===== src/smpb_pkg.sv =====
package smpb_pkg;

    // channel specific word layout
    localparam int CSW_TYPE_LSB   = 16;
    localparam int CSW_TYPE_W     = 2;
    localparam int CSW_CNT_W      = 16;
    localparam int CSW_RSVD_W     = 14;
    localparam logic [1:0] TYPE_COMPLETE = 2'h0;
    localparam logic [1:0] TYPE_FIRST    = 2'h1;
    localparam logic [1:0] TYPE_LAST     = 2'h2;
    localparam logic [1:0] TYPE_MIDDLE   = 2'h3;

    // id word, time stamp and message body constants
    localparam int SUBCH_W   = 14;
    localparam int LEN_W     = 16;
    localparam int TIME_W    = 64;
    localparam int REL_W     = 48;
    localparam int FLAG_ABS  = 6;
    localparam int FLAG_FMT0 = 2;
    localparam int FLAG_FMT1 = 3;
    localparam logic [15:0] TIME_ZERO_FILL = 16'h0000;
    localparam logic [7:0]  FILLER_BYTE    = 8'h00;
    localparam logic [15:0] SEG_FIRST_NUM  = 16'h0001;
    localparam logic [31:0] LONG_MAX_BYTES = 32'hffffffff;

    // register map
    localparam logic [3:0] REG_CTRL   = 4'h0;
    localparam logic [3:0] REG_STATUS = 4'h1;
    localparam logic [3:0] REG_IRQ    = 4'h2;
    localparam logic [3:0] REG_MASK   = 4'h3;
    localparam logic [3:0] REG_PKTS   = 4'h4;
    localparam int IRQ_W = 3;
    localparam int IRQ_PKT_DONE = 0;
    localparam int IRQ_ERR_MSG  = 1;
    localparam int IRQ_LONG_OVF = 2;

    // one message announcement
    typedef struct packed {
        logic [REL_W-1:0]   rel_time;
        logic [TIME_W-1:0]  abs_time;
        logic               data_corrupt_flag;
        logic               protocol_fault_flag;
        logic [SUBCH_W-1:0] subchannel;
        logic [LEN_W-1:0]   length;
    } smpb_msg_t;

    typedef struct packed {
        logic [15:0] data;
        logic        first;
        logic        last;
    } smpb_word_t;

    typedef enum logic [2:0] {
        ST_IDLE, ST_CSW_LO, ST_CSW_HI, ST_HDR, ST_DATA, ST_DONE
    } smpb_state_t;

endpackage


===== src/smpb_builder.sv =====
// Our own choices: the address map and the strobed register port.
`timescale 1ns/1ps
`default_nettype none

// Behaviour
// - channel word: bits 31-18 reserved, type at 17-16, counter 15-0.
// - whole-message body uses type 00.
// - complete body counter holds number of messages placed.
// - segment type: 01 first, 11 middle, 10 final.
// - segment counter starts at 1, advances by one per packet.
// - a long message is limited to 4 GBytes total.
// - 12-byte header per message: time low, time high, id word.
// - default time is 48-bit relative counter, top 16 bits zero.
// - flag bit 6 selects absolute time, format from flag bits 2-3; the code never decodes bits 2-3.
// - id bit 31 set when data corruption reported.
// - id bit 30 set when protocol fault reported.
// - id bits 29-16 hold subchannel number, zero first.
// - id bits 15-0 hold message byte length.
// - a message or segment never exceeds 64K bytes.
// - body form chosen per packet: complete or one segment.
// - bytes packed two per word, low first, odd count padded.
module smpb_builder #(
    parameter int MAX_MSGS = 16
) (
    input  wire logic               ref_clk,
    input  wire logic               reset,
    input  wire logic [3:0]         reg_addr,
    input  wire logic [31:0]        reg_wdata,
    input  wire logic               reg_wr,
    input  wire logic               reg_rd,
    output logic [31:0]             reg_rdata,
    output logic                    irq,
    input  wire logic [7:0]         packet_flags,
    input  wire logic               start_valid,
    output logic                    start_ready,
    input  wire logic               start_segmented,
    input  wire logic [1:0]         start_seg_pos,
    input  wire logic [15:0]        start_msg_count,
    input  wire logic               msg_valid,
    output logic                    msg_ready,
    input  wire smpb_pkg::smpb_msg_t msg_info,
    input  wire logic               byte_valid,
    output logic                    byte_ready,
    input  wire logic [7:0]         byte_data,
    output smpb_pkg::smpb_word_t    out_word,
    output logic                    out_valid,
    input  wire logic               out_ready
);
    if (MAX_MSGS < 1 || MAX_MSGS > 65535) begin : g_bad_max_msgs
        $error("MAX_MSGS out of range");
    end

    smpb_pkg::smpb_state_t st_reg, st_next;
    logic [31:0] csw_reg, csw_next;
    logic [15:0] msgs_left_reg, msgs_left_next;
    logic [15:0] hdr_cnt_reg, hdr_cnt_next;
    logic [2:0]  hw_idx_reg, hw_idx_next;
    logic [31:0] hdr_w_reg [3], hdr_w_next [3];
    logic [15:0] bytes_left_reg, bytes_left_next;
    logic        have_lo_reg, have_lo_next;
    logic [7:0]  lo_byte_reg, lo_byte_next;
    logic [15:0] seg_num_reg, seg_num_next;
    logic [31:0] long_bytes_reg, long_bytes_next;
    logic        long_open_reg, long_open_next;
    smpb_pkg::smpb_word_t out_reg, out_next;
    logic        ov_reg, ov_next;
    logic        enable_reg, enable_next;
    logic [smpb_pkg::IRQ_W-1:0] sts_reg, sts_next, mask_reg, mask_next, ev;
    logic [15:0] pkts_reg, pkts_next;
    logic [31:0] rdata_reg, rdata_next;
    logic        can_load;
    logic [63:0] ts;
    logic [31:0] idw;
    logic [16:0] seg_total;

    assign can_load = !ov_reg || out_ready;
    assign out_word = out_reg;
    assign out_valid = ov_reg;
    assign reg_rdata = rdata_reg;
    assign irq = |(sts_reg & mask_reg);
    assign start_ready = (st_reg == smpb_pkg::ST_IDLE) && enable_reg && !ov_reg;

    always_comb begin
        ts = {smpb_pkg::TIME_ZERO_FILL, msg_info.rel_time};
        if (packet_flags[smpb_pkg::FLAG_ABS])
            ts = msg_info.abs_time;
        idw = {msg_info.data_corrupt_flag, msg_info.protocol_fault_flag,
               msg_info.subchannel, msg_info.length};
    end

    always_comb begin
        st_next = st_reg;
        csw_next = csw_reg;
        msgs_left_next = msgs_left_reg;
        hdr_cnt_next = hdr_cnt_reg;
        hw_idx_next = hw_idx_reg;
        hdr_w_next = hdr_w_reg;
        bytes_left_next = bytes_left_reg;
        have_lo_next = have_lo_reg;
        lo_byte_next = lo_byte_reg;
        seg_num_next = seg_num_reg;
        long_bytes_next = long_bytes_reg;
        long_open_next = long_open_reg;
        out_next = out_reg;
        ov_next = ov_reg && !out_ready;
        msg_ready = 1'b0;
        byte_ready = 1'b0;
        ev = '0;
        pkts_next = pkts_reg;
        seg_total = 17'h00000;
        unique case (st_reg)
            smpb_pkg::ST_IDLE: begin
                if (start_valid && start_ready) begin
                    if (start_segmented) begin
                        if (start_seg_pos == smpb_pkg::TYPE_FIRST || start_seg_pos == smpb_pkg::TYPE_COMPLETE
                            || !long_open_reg) begin
                            seg_num_next = smpb_pkg::SEG_FIRST_NUM;
                            long_bytes_next = '0;
                        end else begin
                            seg_num_next = seg_num_reg + 16'h0001;
                        end
                        long_open_next = (start_seg_pos != smpb_pkg::TYPE_LAST);
                        msgs_left_next = 16'h0001;
                        csw_next = {{smpb_pkg::CSW_RSVD_W{1'b0}}, start_seg_pos, seg_num_next};
                        if (start_seg_pos == smpb_pkg::TYPE_COMPLETE)
                            csw_next[smpb_pkg::CSW_TYPE_LSB +: smpb_pkg::CSW_TYPE_W] = smpb_pkg::TYPE_FIRST;
                    end else begin
                        msgs_left_next = (start_msg_count == 16'h0000) ? 16'h0001 :
                                         (start_msg_count > 16'(MAX_MSGS)) ? 16'(MAX_MSGS) : start_msg_count;
                        csw_next = {{smpb_pkg::CSW_RSVD_W{1'b0}}, smpb_pkg::TYPE_COMPLETE, msgs_left_next};
                    end
                    hdr_cnt_next = '0;
                    st_next = smpb_pkg::ST_CSW_LO;
                end
            end
            smpb_pkg::ST_CSW_LO: begin
                if (can_load) begin
                    out_next = '{data: csw_reg[15:0], first: 1'b1, last: 1'b0};
                    ov_next = 1'b1;
                    st_next = smpb_pkg::ST_CSW_HI;
                end
            end
            smpb_pkg::ST_CSW_HI: begin
                if (can_load) begin
                    out_next = '{data: csw_reg[31:16], first: 1'b0, last: 1'b0};
                    ov_next = 1'b1;
                    msg_ready = 1'b1;
                    st_next = smpb_pkg::ST_DONE;
                end
            end
            smpb_pkg::ST_DONE: begin
                // wait for next message header after the channel word or after a finished message
                msg_ready = 1'b1;
            end
            smpb_pkg::ST_HDR: begin
                if (can_load) begin
                    out_next = '{data: hw_idx_reg[0] ? hdr_w_reg[hw_idx_reg[2:1]][31:16]
                                                     : hdr_w_reg[hw_idx_reg[2:1]][15:0],
                                 first: 1'b0,
                                 last: 1'b0};
                    ov_next = 1'b1;
                    hw_idx_next = hw_idx_reg + 3'h1;
                    if (hw_idx_reg == 3'h5) begin
                        hdr_cnt_next = hdr_cnt_reg + 16'h0001;
                        have_lo_next = 1'b0;
                        st_next = smpb_pkg::ST_DATA;
                        if (bytes_left_reg == 16'h0000) begin
                            msgs_left_next = msgs_left_reg - 16'h0001;
                            st_next = (msgs_left_reg == 16'h0001) ? smpb_pkg::ST_IDLE : smpb_pkg::ST_DONE;
                            out_next.last = (msgs_left_reg == 16'h0001);
                            if (msgs_left_reg == 16'h0001) begin
                                ev[smpb_pkg::IRQ_PKT_DONE] = 1'b1;
                                pkts_next = pkts_reg + 16'h0001;
                            end
                        end
                    end
                end
            end
            smpb_pkg::ST_DATA: begin
                byte_ready = can_load || (!have_lo_reg && bytes_left_reg != 16'h0001);
                if (byte_valid && byte_ready) begin
                    bytes_left_next = bytes_left_reg - 16'h0001;
                    if (have_lo_reg || bytes_left_reg == 16'h0001) begin
                        out_next = '{data: have_lo_reg ? {byte_data, lo_byte_reg}
                                                       : {smpb_pkg::FILLER_BYTE, byte_data},
                                     first: 1'b0,
                                     last: 1'b0};
                        ov_next = 1'b1;
                        have_lo_next = 1'b0;
                    end else begin
                        lo_byte_next = byte_data;
                        have_lo_next = 1'b1;
                    end
                    if (bytes_left_reg == 16'h0001) begin
                        msgs_left_next = msgs_left_reg - 16'h0001;
                        out_next.last = (msgs_left_reg == 16'h0001);
                        st_next = (msgs_left_reg == 16'h0001) ? smpb_pkg::ST_IDLE : smpb_pkg::ST_DONE;
                        if (msgs_left_reg == 16'h0001) begin
                            ev[smpb_pkg::IRQ_PKT_DONE] = 1'b1;
                            pkts_next = pkts_reg + 16'h0001;
                        end
                    end
                end
            end
            default: st_next = smpb_pkg::ST_IDLE;
        endcase
        if (msg_valid && msg_ready) begin
            hdr_w_next[0] = ts[31:0];
            hdr_w_next[1] = ts[63:32];
            hdr_w_next[2] = idw;
            bytes_left_next = msg_info.length;
            seg_total = {1'b0, msg_info.length};
            if (csw_reg[smpb_pkg::CSW_TYPE_LSB +: smpb_pkg::CSW_TYPE_W] != smpb_pkg::TYPE_COMPLETE) begin
                if (long_bytes_reg > smpb_pkg::LONG_MAX_BYTES - 32'(seg_total)) begin
                    ev[smpb_pkg::IRQ_LONG_OVF] = 1'b1;
                    long_open_next = 1'b0;
                end else begin
                    long_bytes_next = long_bytes_reg + 32'(seg_total);
                end
            end
            if (msg_info.data_corrupt_flag || msg_info.protocol_fault_flag)
                ev[smpb_pkg::IRQ_ERR_MSG] = 1'b1;
            hw_idx_next = '0;
            st_next = smpb_pkg::ST_HDR;
        end
    end

    always_comb begin
        enable_next = enable_reg;
        mask_next = mask_reg;
        // hardware set wins over write-one clear
        sts_next = sts_reg | ev;
        if (reg_wr) begin
            if (reg_addr == smpb_pkg::REG_CTRL)
                enable_next = reg_wdata[0];
            if (reg_addr == smpb_pkg::REG_MASK)
                mask_next = reg_wdata[smpb_pkg::IRQ_W-1:0];
            if (reg_addr == smpb_pkg::REG_IRQ)
                sts_next = (sts_reg & ~reg_wdata[smpb_pkg::IRQ_W-1:0]) | ev;
        end
        rdata_next = '0;
        if (reg_rd) begin
            unique case (reg_addr)
                smpb_pkg::REG_CTRL:   rdata_next = {31'h00000000, enable_reg};
                smpb_pkg::REG_STATUS: rdata_next = {12'h000, long_open_reg, seg_num_reg, st_reg};
                smpb_pkg::REG_IRQ:    rdata_next = {29'h00000000, sts_reg};
                smpb_pkg::REG_MASK:   rdata_next = {29'h00000000, mask_reg};
                smpb_pkg::REG_PKTS:   rdata_next = {16'h0000, pkts_reg};
                default:              rdata_next = '0;
            endcase
        end
    end

    always_ff @(posedge ref_clk) begin
        if (reset) begin
            st_reg <= smpb_pkg::ST_IDLE;
            csw_reg <= '0;
            msgs_left_reg <= '0;
            hdr_cnt_reg <= '0;
            hw_idx_reg <= '0;
            hdr_w_reg <= '{default: '0};
            bytes_left_reg <= '0;
            have_lo_reg <= 1'b0;
            lo_byte_reg <= '0;
            seg_num_reg <= '0;
            long_bytes_reg <= '0;
            long_open_reg <= 1'b0;
            out_reg <= '0;
            ov_reg <= 1'b0;
            enable_reg <= 1'b0;
            sts_reg <= '0;
            mask_reg <= '0;
            pkts_reg <= '0;
            rdata_reg <= '0;
        end else begin
            st_reg <= st_next;
            csw_reg <= csw_next;
            msgs_left_reg <= msgs_left_next;
            hdr_cnt_reg <= hdr_cnt_next;
            hw_idx_reg <= hw_idx_next;
            hdr_w_reg <= hdr_w_next;
            bytes_left_reg <= bytes_left_next;
            have_lo_reg <= have_lo_next;
            lo_byte_reg <= lo_byte_next;
            seg_num_reg <= seg_num_next;
            long_bytes_reg <= long_bytes_next;
            long_open_reg <= long_open_next;
            out_reg <= out_next;
            ov_reg <= ov_next;
            enable_reg <= enable_next;
            sts_reg <= sts_next;
            mask_reg <= mask_next;
            pkts_reg <= pkts_next;
            rdata_reg <= rdata_next;
        end
    end

    AST_CSW_RSVD: assert property (@(posedge ref_clk) disable iff (reset)
        st_reg == smpb_pkg::ST_CSW_LO |-> csw_reg[31:18] == 14'h0000) else $error("reserved bits set");
    AST_CPL_TYPE: assert property (@(posedge ref_clk) disable iff (reset)
        start_valid && start_ready && !start_segmented && start_msg_count != 16'h0000
        && start_msg_count <= 16'(MAX_MSGS)
        |=> csw_reg[17:0] == {2'h0, $past(start_msg_count)}) else $error("complete word wrong");
    AST_SEG_FIRST: assert property (@(posedge ref_clk) disable iff (reset)
        start_valid && start_ready && start_segmented && start_seg_pos == smpb_pkg::TYPE_FIRST
        |=> seg_num_reg == 16'h0001 && csw_reg[17:16] == 2'h1) else $error("first segment wrong");
    AST_SEG_INC: assert property (@(posedge ref_clk) disable iff (reset)
        start_valid && start_ready && start_segmented && long_open_reg
        && start_seg_pos == smpb_pkg::TYPE_MIDDLE
        |=> seg_num_reg == $past(seg_num_reg) + 16'h0001) else $error("segment not incremented");
    AST_HDR_LEN: assert property (@(posedge ref_clk) disable iff (reset)
        $rose(st_reg == smpb_pkg::ST_HDR) |-> hw_idx_reg == 3'h0) else $error("header not from start");
    AST_REL_FILL: assert property (@(posedge ref_clk) disable iff (reset)
        msg_valid && msg_ready && !packet_flags[smpb_pkg::FLAG_ABS] |=> hdr_w_reg[1][31:16] == 16'h0000)
        else $error("time fill not zero");
    AST_ID_FLAGS: assert property (@(posedge ref_clk) disable iff (reset)
        msg_valid && msg_ready |=> hdr_w_reg[2][31:30] ==
        {$past(msg_info.data_corrupt_flag), $past(msg_info.protocol_fault_flag)})
        else $error("id flags wrong");
    AST_PAD: assert property (@(posedge ref_clk) disable iff (reset)
        st_reg == smpb_pkg::ST_DATA && byte_valid && byte_ready && !have_lo_reg && bytes_left_reg == 16'h0001
        |=> out_reg.data[15:8] == smpb_pkg::FILLER_BYTE) else $error("odd byte not padded");
    AST_HDR_CNT: assert property (@(posedge ref_clk) disable iff (reset)
        out_valid && out_ready && out_word.last && csw_reg[17:16] == 2'h0
        |-> hdr_cnt_reg == csw_reg[15:0]) else $error("header count mismatch");
endmodule

`default_nettype wire


===== config.mk =====
export PLATFORM = sky130hd
export DESIGN_NAME = smpb_builder
export DESIGN_NICKNAME = d
export VERILOG_FILES = /design/src/smpb_pkg.sv /design/src/smpb_builder.sv
export SDC_FILE = /design/constraint.sdc
export NUM_CORES = 1
export LEC_CHECK = 0
export ABC_AREA = 1
export BUFFER_PORTS_ARGS = -buffer_cell sky130_fd_sc_hd__buf_2
export CAP_MARGIN = 20
export CORE_MARGIN = 10
export CORE_UTILIZATION = 55
export CTS_BUF_LIST = sky130_fd_sc_hd__clkbuf_8
export CTS_CLUSTER_DIAMETER = 60
export DETAILED_ROUTE_END_ITERATION = 10
export PLACE_DENSITY = 0.76
export SYNTH_ARGS = -nofsm -noshare
export SYNTH_HDL_FRONTEND = slang
export SYNTH_SLANG_ARGS = --single-unit

===== constraint.sdc =====
create_clock -name ref_clk -period 2.8 [get_ports ref_clk]
set_input_delay 0.56 -clock ref_clk [delete_from_list [all_inputs] [get_ports ref_clk]]
set_output_delay 0.56 -clock ref_clk [all_outputs]
set_load 0.01 [all_outputs]

==> impl_metrics.xml <==
<?xml version="1.0" encoding="UTF-8"?>
<metrics>
  <group name="logic_synthesis">
    <metric name="synth_cell_type_count" unit="">44</metric>
    <metric name="synth_top_flop_cell" unit="">dfxtp_1</metric>
    <metric name="netlist.area_leader.share" unit="%">37.1</metric>
    <metric name="syn-mean-instance-area" unit="µm²">6.56</metric>
    <metric name="synth_enable_flop_cells" unit="">0</metric>
    <metric name="async_flop_share" unit="%">0</metric>
    <metric name="synthTopCellsByArea" unit="">dfxtp_1, nand2_1, o21ai_0</metric>
    <metric name="cell_count_after_synthesis" unit="">2239</metric>
    <metric name="yosysSeqAreaShare" unit="%">37.1</metric>
    <metric name="post-synth-top-area-cell" unit="">dfxtp_1</metric>
    <metric name="cell_area_after_synthesis" unit="µm²">14700</metric>
    <metric name="synth.yosys.warnings" unit="">0</metric>
    <metric name="synth_seq_cells" unit="">272</metric>
  </group>
  <group name="power">
    <metric name="clock_power_share" unit="%">30.0</metric>
    <metric name="leakage" unit="nW">7.59</metric>
    <metric name="seq_power_share" unit="%">38.1</metric>
    <metric name="intPower" unit="W">0.00778</metric>
    <metric name="power.density_cell_area" unit="nW/µm²">726</metric>
    <metric name="power_frac_comb" unit="%">31.8</metric>
    <metric name="power_switching" unit="W">0.00463</metric>
    <metric name="switching_share" unit="%">37.3</metric>
    <metric name="max-vdd-ir-drop" unit="µV">581</metric>
  </group>
  <group name="global_routing">
    <metric name="number_of_global_route_vias_before_repair" unit="">14800</metric>
    <metric name="antenna_found_initial" unit="">0</metric>
    <metric name="track_usage" unit="%">26.5</metric>
    <metric name="gr-total-overflow" unit="">0</metric>
    <metric name="grt_max_degree" unit="">97</metric>
    <metric name="global_route_wire_length_before_repair" unit="mm">74.3</metric>
  </group>
  <group name="worst_setup_path">
    <metric name="critical_path_peak_fanout" unit="">4</metric>
    <metric name="slowest_stage" unit="">dfxtp_1</metric>
    <metric name="timing.critical_path.to" unit="">byte_ready</metric>
    <metric name="crit-reg2reg-capture" unit="">long_bytes_reg[3]$_SDFF_PP0_</metric>
    <metric name="r2r_slack" unit="ns">0.30</metric>
    <metric name="worst_setup_path_start_kind" unit="">register</metric>
    <metric name="critical_path_class" unit="">reg -&gt; out</metric>
    <metric name="crit_path_arrival_time" unit="ns">2.03</metric>
    <metric name="list_of_cells_traversed_by_the_critical_path" unit="">nor2_1, nand2_1, nor2_1, nand2_1, nand2_1, a21oi_1, buf_2</metric>
    <metric name="worstRegToRegCells" unit="">11</metric>
    <metric name="worstReg2RegStart" unit="">st_reg[2]$_SDFFE_PP0P_</metric>
    <metric name="crit_path_max_incr_delay" unit="ns">0.35</metric>
    <metric name="critical-path-top-cell-by-count" unit="">nand2_1</metric>
    <metric name="crit_required" unit="ns">2.24</metric>
    <metric name="timing.critical_path.to_type" unit="">output pin</metric>
    <metric name="startpoint" unit="">bytes_left_reg[6]$_SDFFE_PP0P_</metric>
  </group>
  <group name="routing">
    <metric name="drt_iter0_drc" unit="">1113</metric>
    <metric name="vias" unit="">15600</metric>
    <metric name="drtAntennaViolNets" unit="">0</metric>
    <metric name="drt_first_pass_iters" unit="">5</metric>
    <metric name="routed_wl" unit="mm">46.1</metric>
    <metric name="drt_drc_violations_left" unit="">0</metric>
    <metric name="post_drt_via_cell_ratio" unit="">5.50</metric>
    <metric name="post_drt_wl_per_cell" unit="µm">16.3</metric>
  </group>
  <group name="sta">
    <metric name="slew_violations" unit="">0</metric>
    <metric name="layout_worst_path_cycle_share" unit="%">92.6</metric>
    <metric name="number_of_hold_violations_in_the_final_report" unit="">0</metric>
    <metric name="finalCriticalPeriod" unit="ns">2.59</metric>
    <metric name="worstMarginPinSlew" unit="ns">0.873</metric>
    <metric name="layout_setup_ws" unit="ns">0.207</metric>
    <metric name="final-setup-viol-count" unit="">0</metric>
    <metric name="unrepaired_setup_endpoints_after_global_routing" unit="">no</metric>
    <metric name="finalSetupTns" unit="ns">0</metric>
    <metric name="fmax" unit="MHz">386</metric>
    <metric name="skew" unit="ns">0.0165</metric>
    <metric name="slew_headroom" unit="%">41.6</metric>
  </group>
  <group name="clocking">
    <metric name="post-cts-setup-buffer-count" unit="">0</metric>
    <metric name="clock_sink_count" unit="">272</metric>
    <metric name="cts_made_buffers" unit="">47</metric>
    <metric name="clock_path_buffers" unit="">3</metric>
    <metric name="cts_tree" unit="">yes</metric>
    <metric name="cts_root_buf" unit="">clkbuf_8</metric>
    <metric name="h-tree-depth" unit="">2</metric>
    <metric name="clk_latency" unit="ns">0.56</metric>
    <metric name="clock_pin_transition_on_the_worst_setup_and_hold_timing_paths" unit="ns">0.07</metric>
  </group>
  <group name="hold_path">
    <metric name="worst_hold_path_type" unit="">in -&gt; reg</metric>
  </group>
  <group name="placement">
    <metric name="finalWeightedCongestion" unit="">0.997</metric>
    <metric name="dp_cells" unit="">2742</metric>
    <metric name="port_buffers" unit="">229</metric>
    <metric name="hpwl" unit="mm">34.4</metric>
    <metric name="pre_cts_ws" unit="ns">0.192</metric>
    <metric name="post_dp_cell_area" unit="µm²">16100</metric>
  </group>
  <group name="floorplanning">
    <metric name="std_cell_rows" unit="">59</metric>
    <metric name="initial_core_util" unit="%">56.2</metric>
    <metric name="core" unit="µm²">26100</metric>
    <metric name="die-height" unit="µm">183</metric>
    <metric name="dieArea" unit="µm²">33600</metric>
    <metric name="design.portCount" unit="">278</metric>
    <metric name="die_w" unit="µm">183</metric>
  </group>
  <group name="cells_and_area">
    <metric name="fin_area" unit="µm²">17100</metric>
    <metric name="post_layout_nonfiller_instances" unit="">2829</metric>
    <metric name="layout-drive-gt1-share" unit="%">15.1</metric>
    <metric name="area_delta_synth_final" unit="%">16.5</metric>
    <metric name="n_antenna_cell" unit="">0</metric>
    <metric name="largest_reg_flops" unit="">96</metric>
    <metric name="num-nets-final" unit="">2707</metric>
    <metric name="final_util" unit="%">65.5</metric>
  </group>
  <group name="run_status">
    <metric name="run_status" unit="">completed</metric>
  </group>
  <group name="run">
    <metric name="max_cap_viol_count" unit="">0</metric>
  </group>
</metrics>
critical path, delay by kind of cell, from the launching register on:
kind                   cells  cell delay, ns
flip-flops                 1            0.35
AO/OA/AOI/OAI              1            0.11
AND/OR/NAND/NOR            5            0.85
buffers and inverters      1            0.17
power by group through the flow:
stage          Clock (W)  Combinational (W)  Sequential, W
4_1_cts          0.00376            0.00389        0.00472
3_3_place_gp           0            0.00378        0.00478
2_1_floorplan          0            0.00277        0.00473
6_report         0.00373            0.00395        0.00473
5_1_grt          0.00393            0.00445        0.00478
3_5_place_dp           0            0.00385        0.00480
per-layer routing:
layer	GRT usage [%]	vias to the layer above	wire [µm]
met5	0	-	0
met4	8.95	0	1380
met3	4.72	97	3330
met2	44.4	578	21500
met1	33.7	7086	19900
li1	-	7803	-
worst min-delay path by stage:
stage,start,end,slack (ns),cells after the start
6_report,msg_info[31],hdr_w_reg[31]$_SDFFE_PP0P_,0.25,3
5_1_grt,msg_info[31],hdr_w_reg[31]$_SDFFE_PP0P_,0.24,3
4_1_cts,msg_info[31],hdr_w_reg[31]$_SDFFE_PP0P_,0.23,3
3_5_place_dp,lo_byte_reg[6]$_SDFFE_PP0P_,lo_byte_reg[6]$_SDFFE_PP0P_,0.44,2
3_3_place_gp,lo_byte_reg[4]$_SDFFE_PP0P_,lo_byte_reg[4]$_SDFFE_PP0P_,0.43,2
2_1_floorplan,lo_byte_reg[2]$_SDFFE_PP0P_,lo_byte_reg[2]$_SDFFE_PP0P_,0.42,2
cells in the mapped netlist, types with 4 or more instances:
master	number
nor2_2	5
nand2_2	5
buf_1	4
nand4_1	43
nor2_1	231
buf_4	15
inv_2	6
clkinv_1	4
a31oi_1	64
inv_1	269
o22ai_1	50
o21ai_0	218
buf_2	21
o211ai_1	18
o21bai_1	5
a21oi_1	173
nor4_1	4
nor2_4	5
xnor2_1	13
dfxtp_1	272
or2_2	6
clkbuf_1	70
nor3_1	33
ha_1	26
nand3_1	117
nand2_1	518
xor2_1	16
metrics by stage:
stage	total power (W)	hold slack, ns
after detailed placement	0.00865	0.439
after global placement	0.00856	0.431
final	0.0124	0.248
after global routing	0.0131	0.244
after floorplan	0.00750	0.424
after CTS	0.0124	0.227
cell type report:
type	count	area [µm²]
clock buffers	61	840
clock inverters	25	136
fillers	2453	9020
inverters	279	1050
multi-input cells	1588	7730
flip-flops and latches	272	5450
well taps	335	419
repair buffers	269	1490
cell usage in the layout (no fill, tap or decap), types with 3 or more instances in the layout:
cell and count:
inv_2 7, conb_1 12, buf_4 37, xnor2_1 13
nand3_1 117, buf_2 229, clkbuf_8 61, o211ai_1 18
xor2_1 16, nor3_1 33, dfxtp_1 272, o21ai_0 218
inv_1 283, clkinv_1 3, nor4_1 4, a31oi_1 64
a311oi_1 3, ha_1 26, o22ai_1 50, nand2_1 518
nor2_4 5, nand2_4 3, or2_2 6, nand4_1 43
o21bai_1 5, nor2_2 5, nor2_1 231, a21oi_1 173
nand3b_1 3, nand2_2 5, clkinv_2 7
logic make-up after synthesis:
| logic type | after synthesis | synth area share [%] |
|---|---|---|
| xor gates and xnor gates | 29 | 1.73 |
| adders and majority gates | 27 | 2.35 |
| AOI/OAI and AO/OA | 544 | 20.3 |
| other | 1 | 0.0255 |
| buffers and inverters | 390 | 10.6 |
| DFF | 272 | 37.1 |
| and+or+nand+nor | 976 | 28.0 |
what timing repair did:
item                                    in CTS  in global routing
endpoints found under the setup margin       0                  1
hold buffers                                 0                  0
gates resized for setup                      0                  1
(Power assumes the default switching activity.)
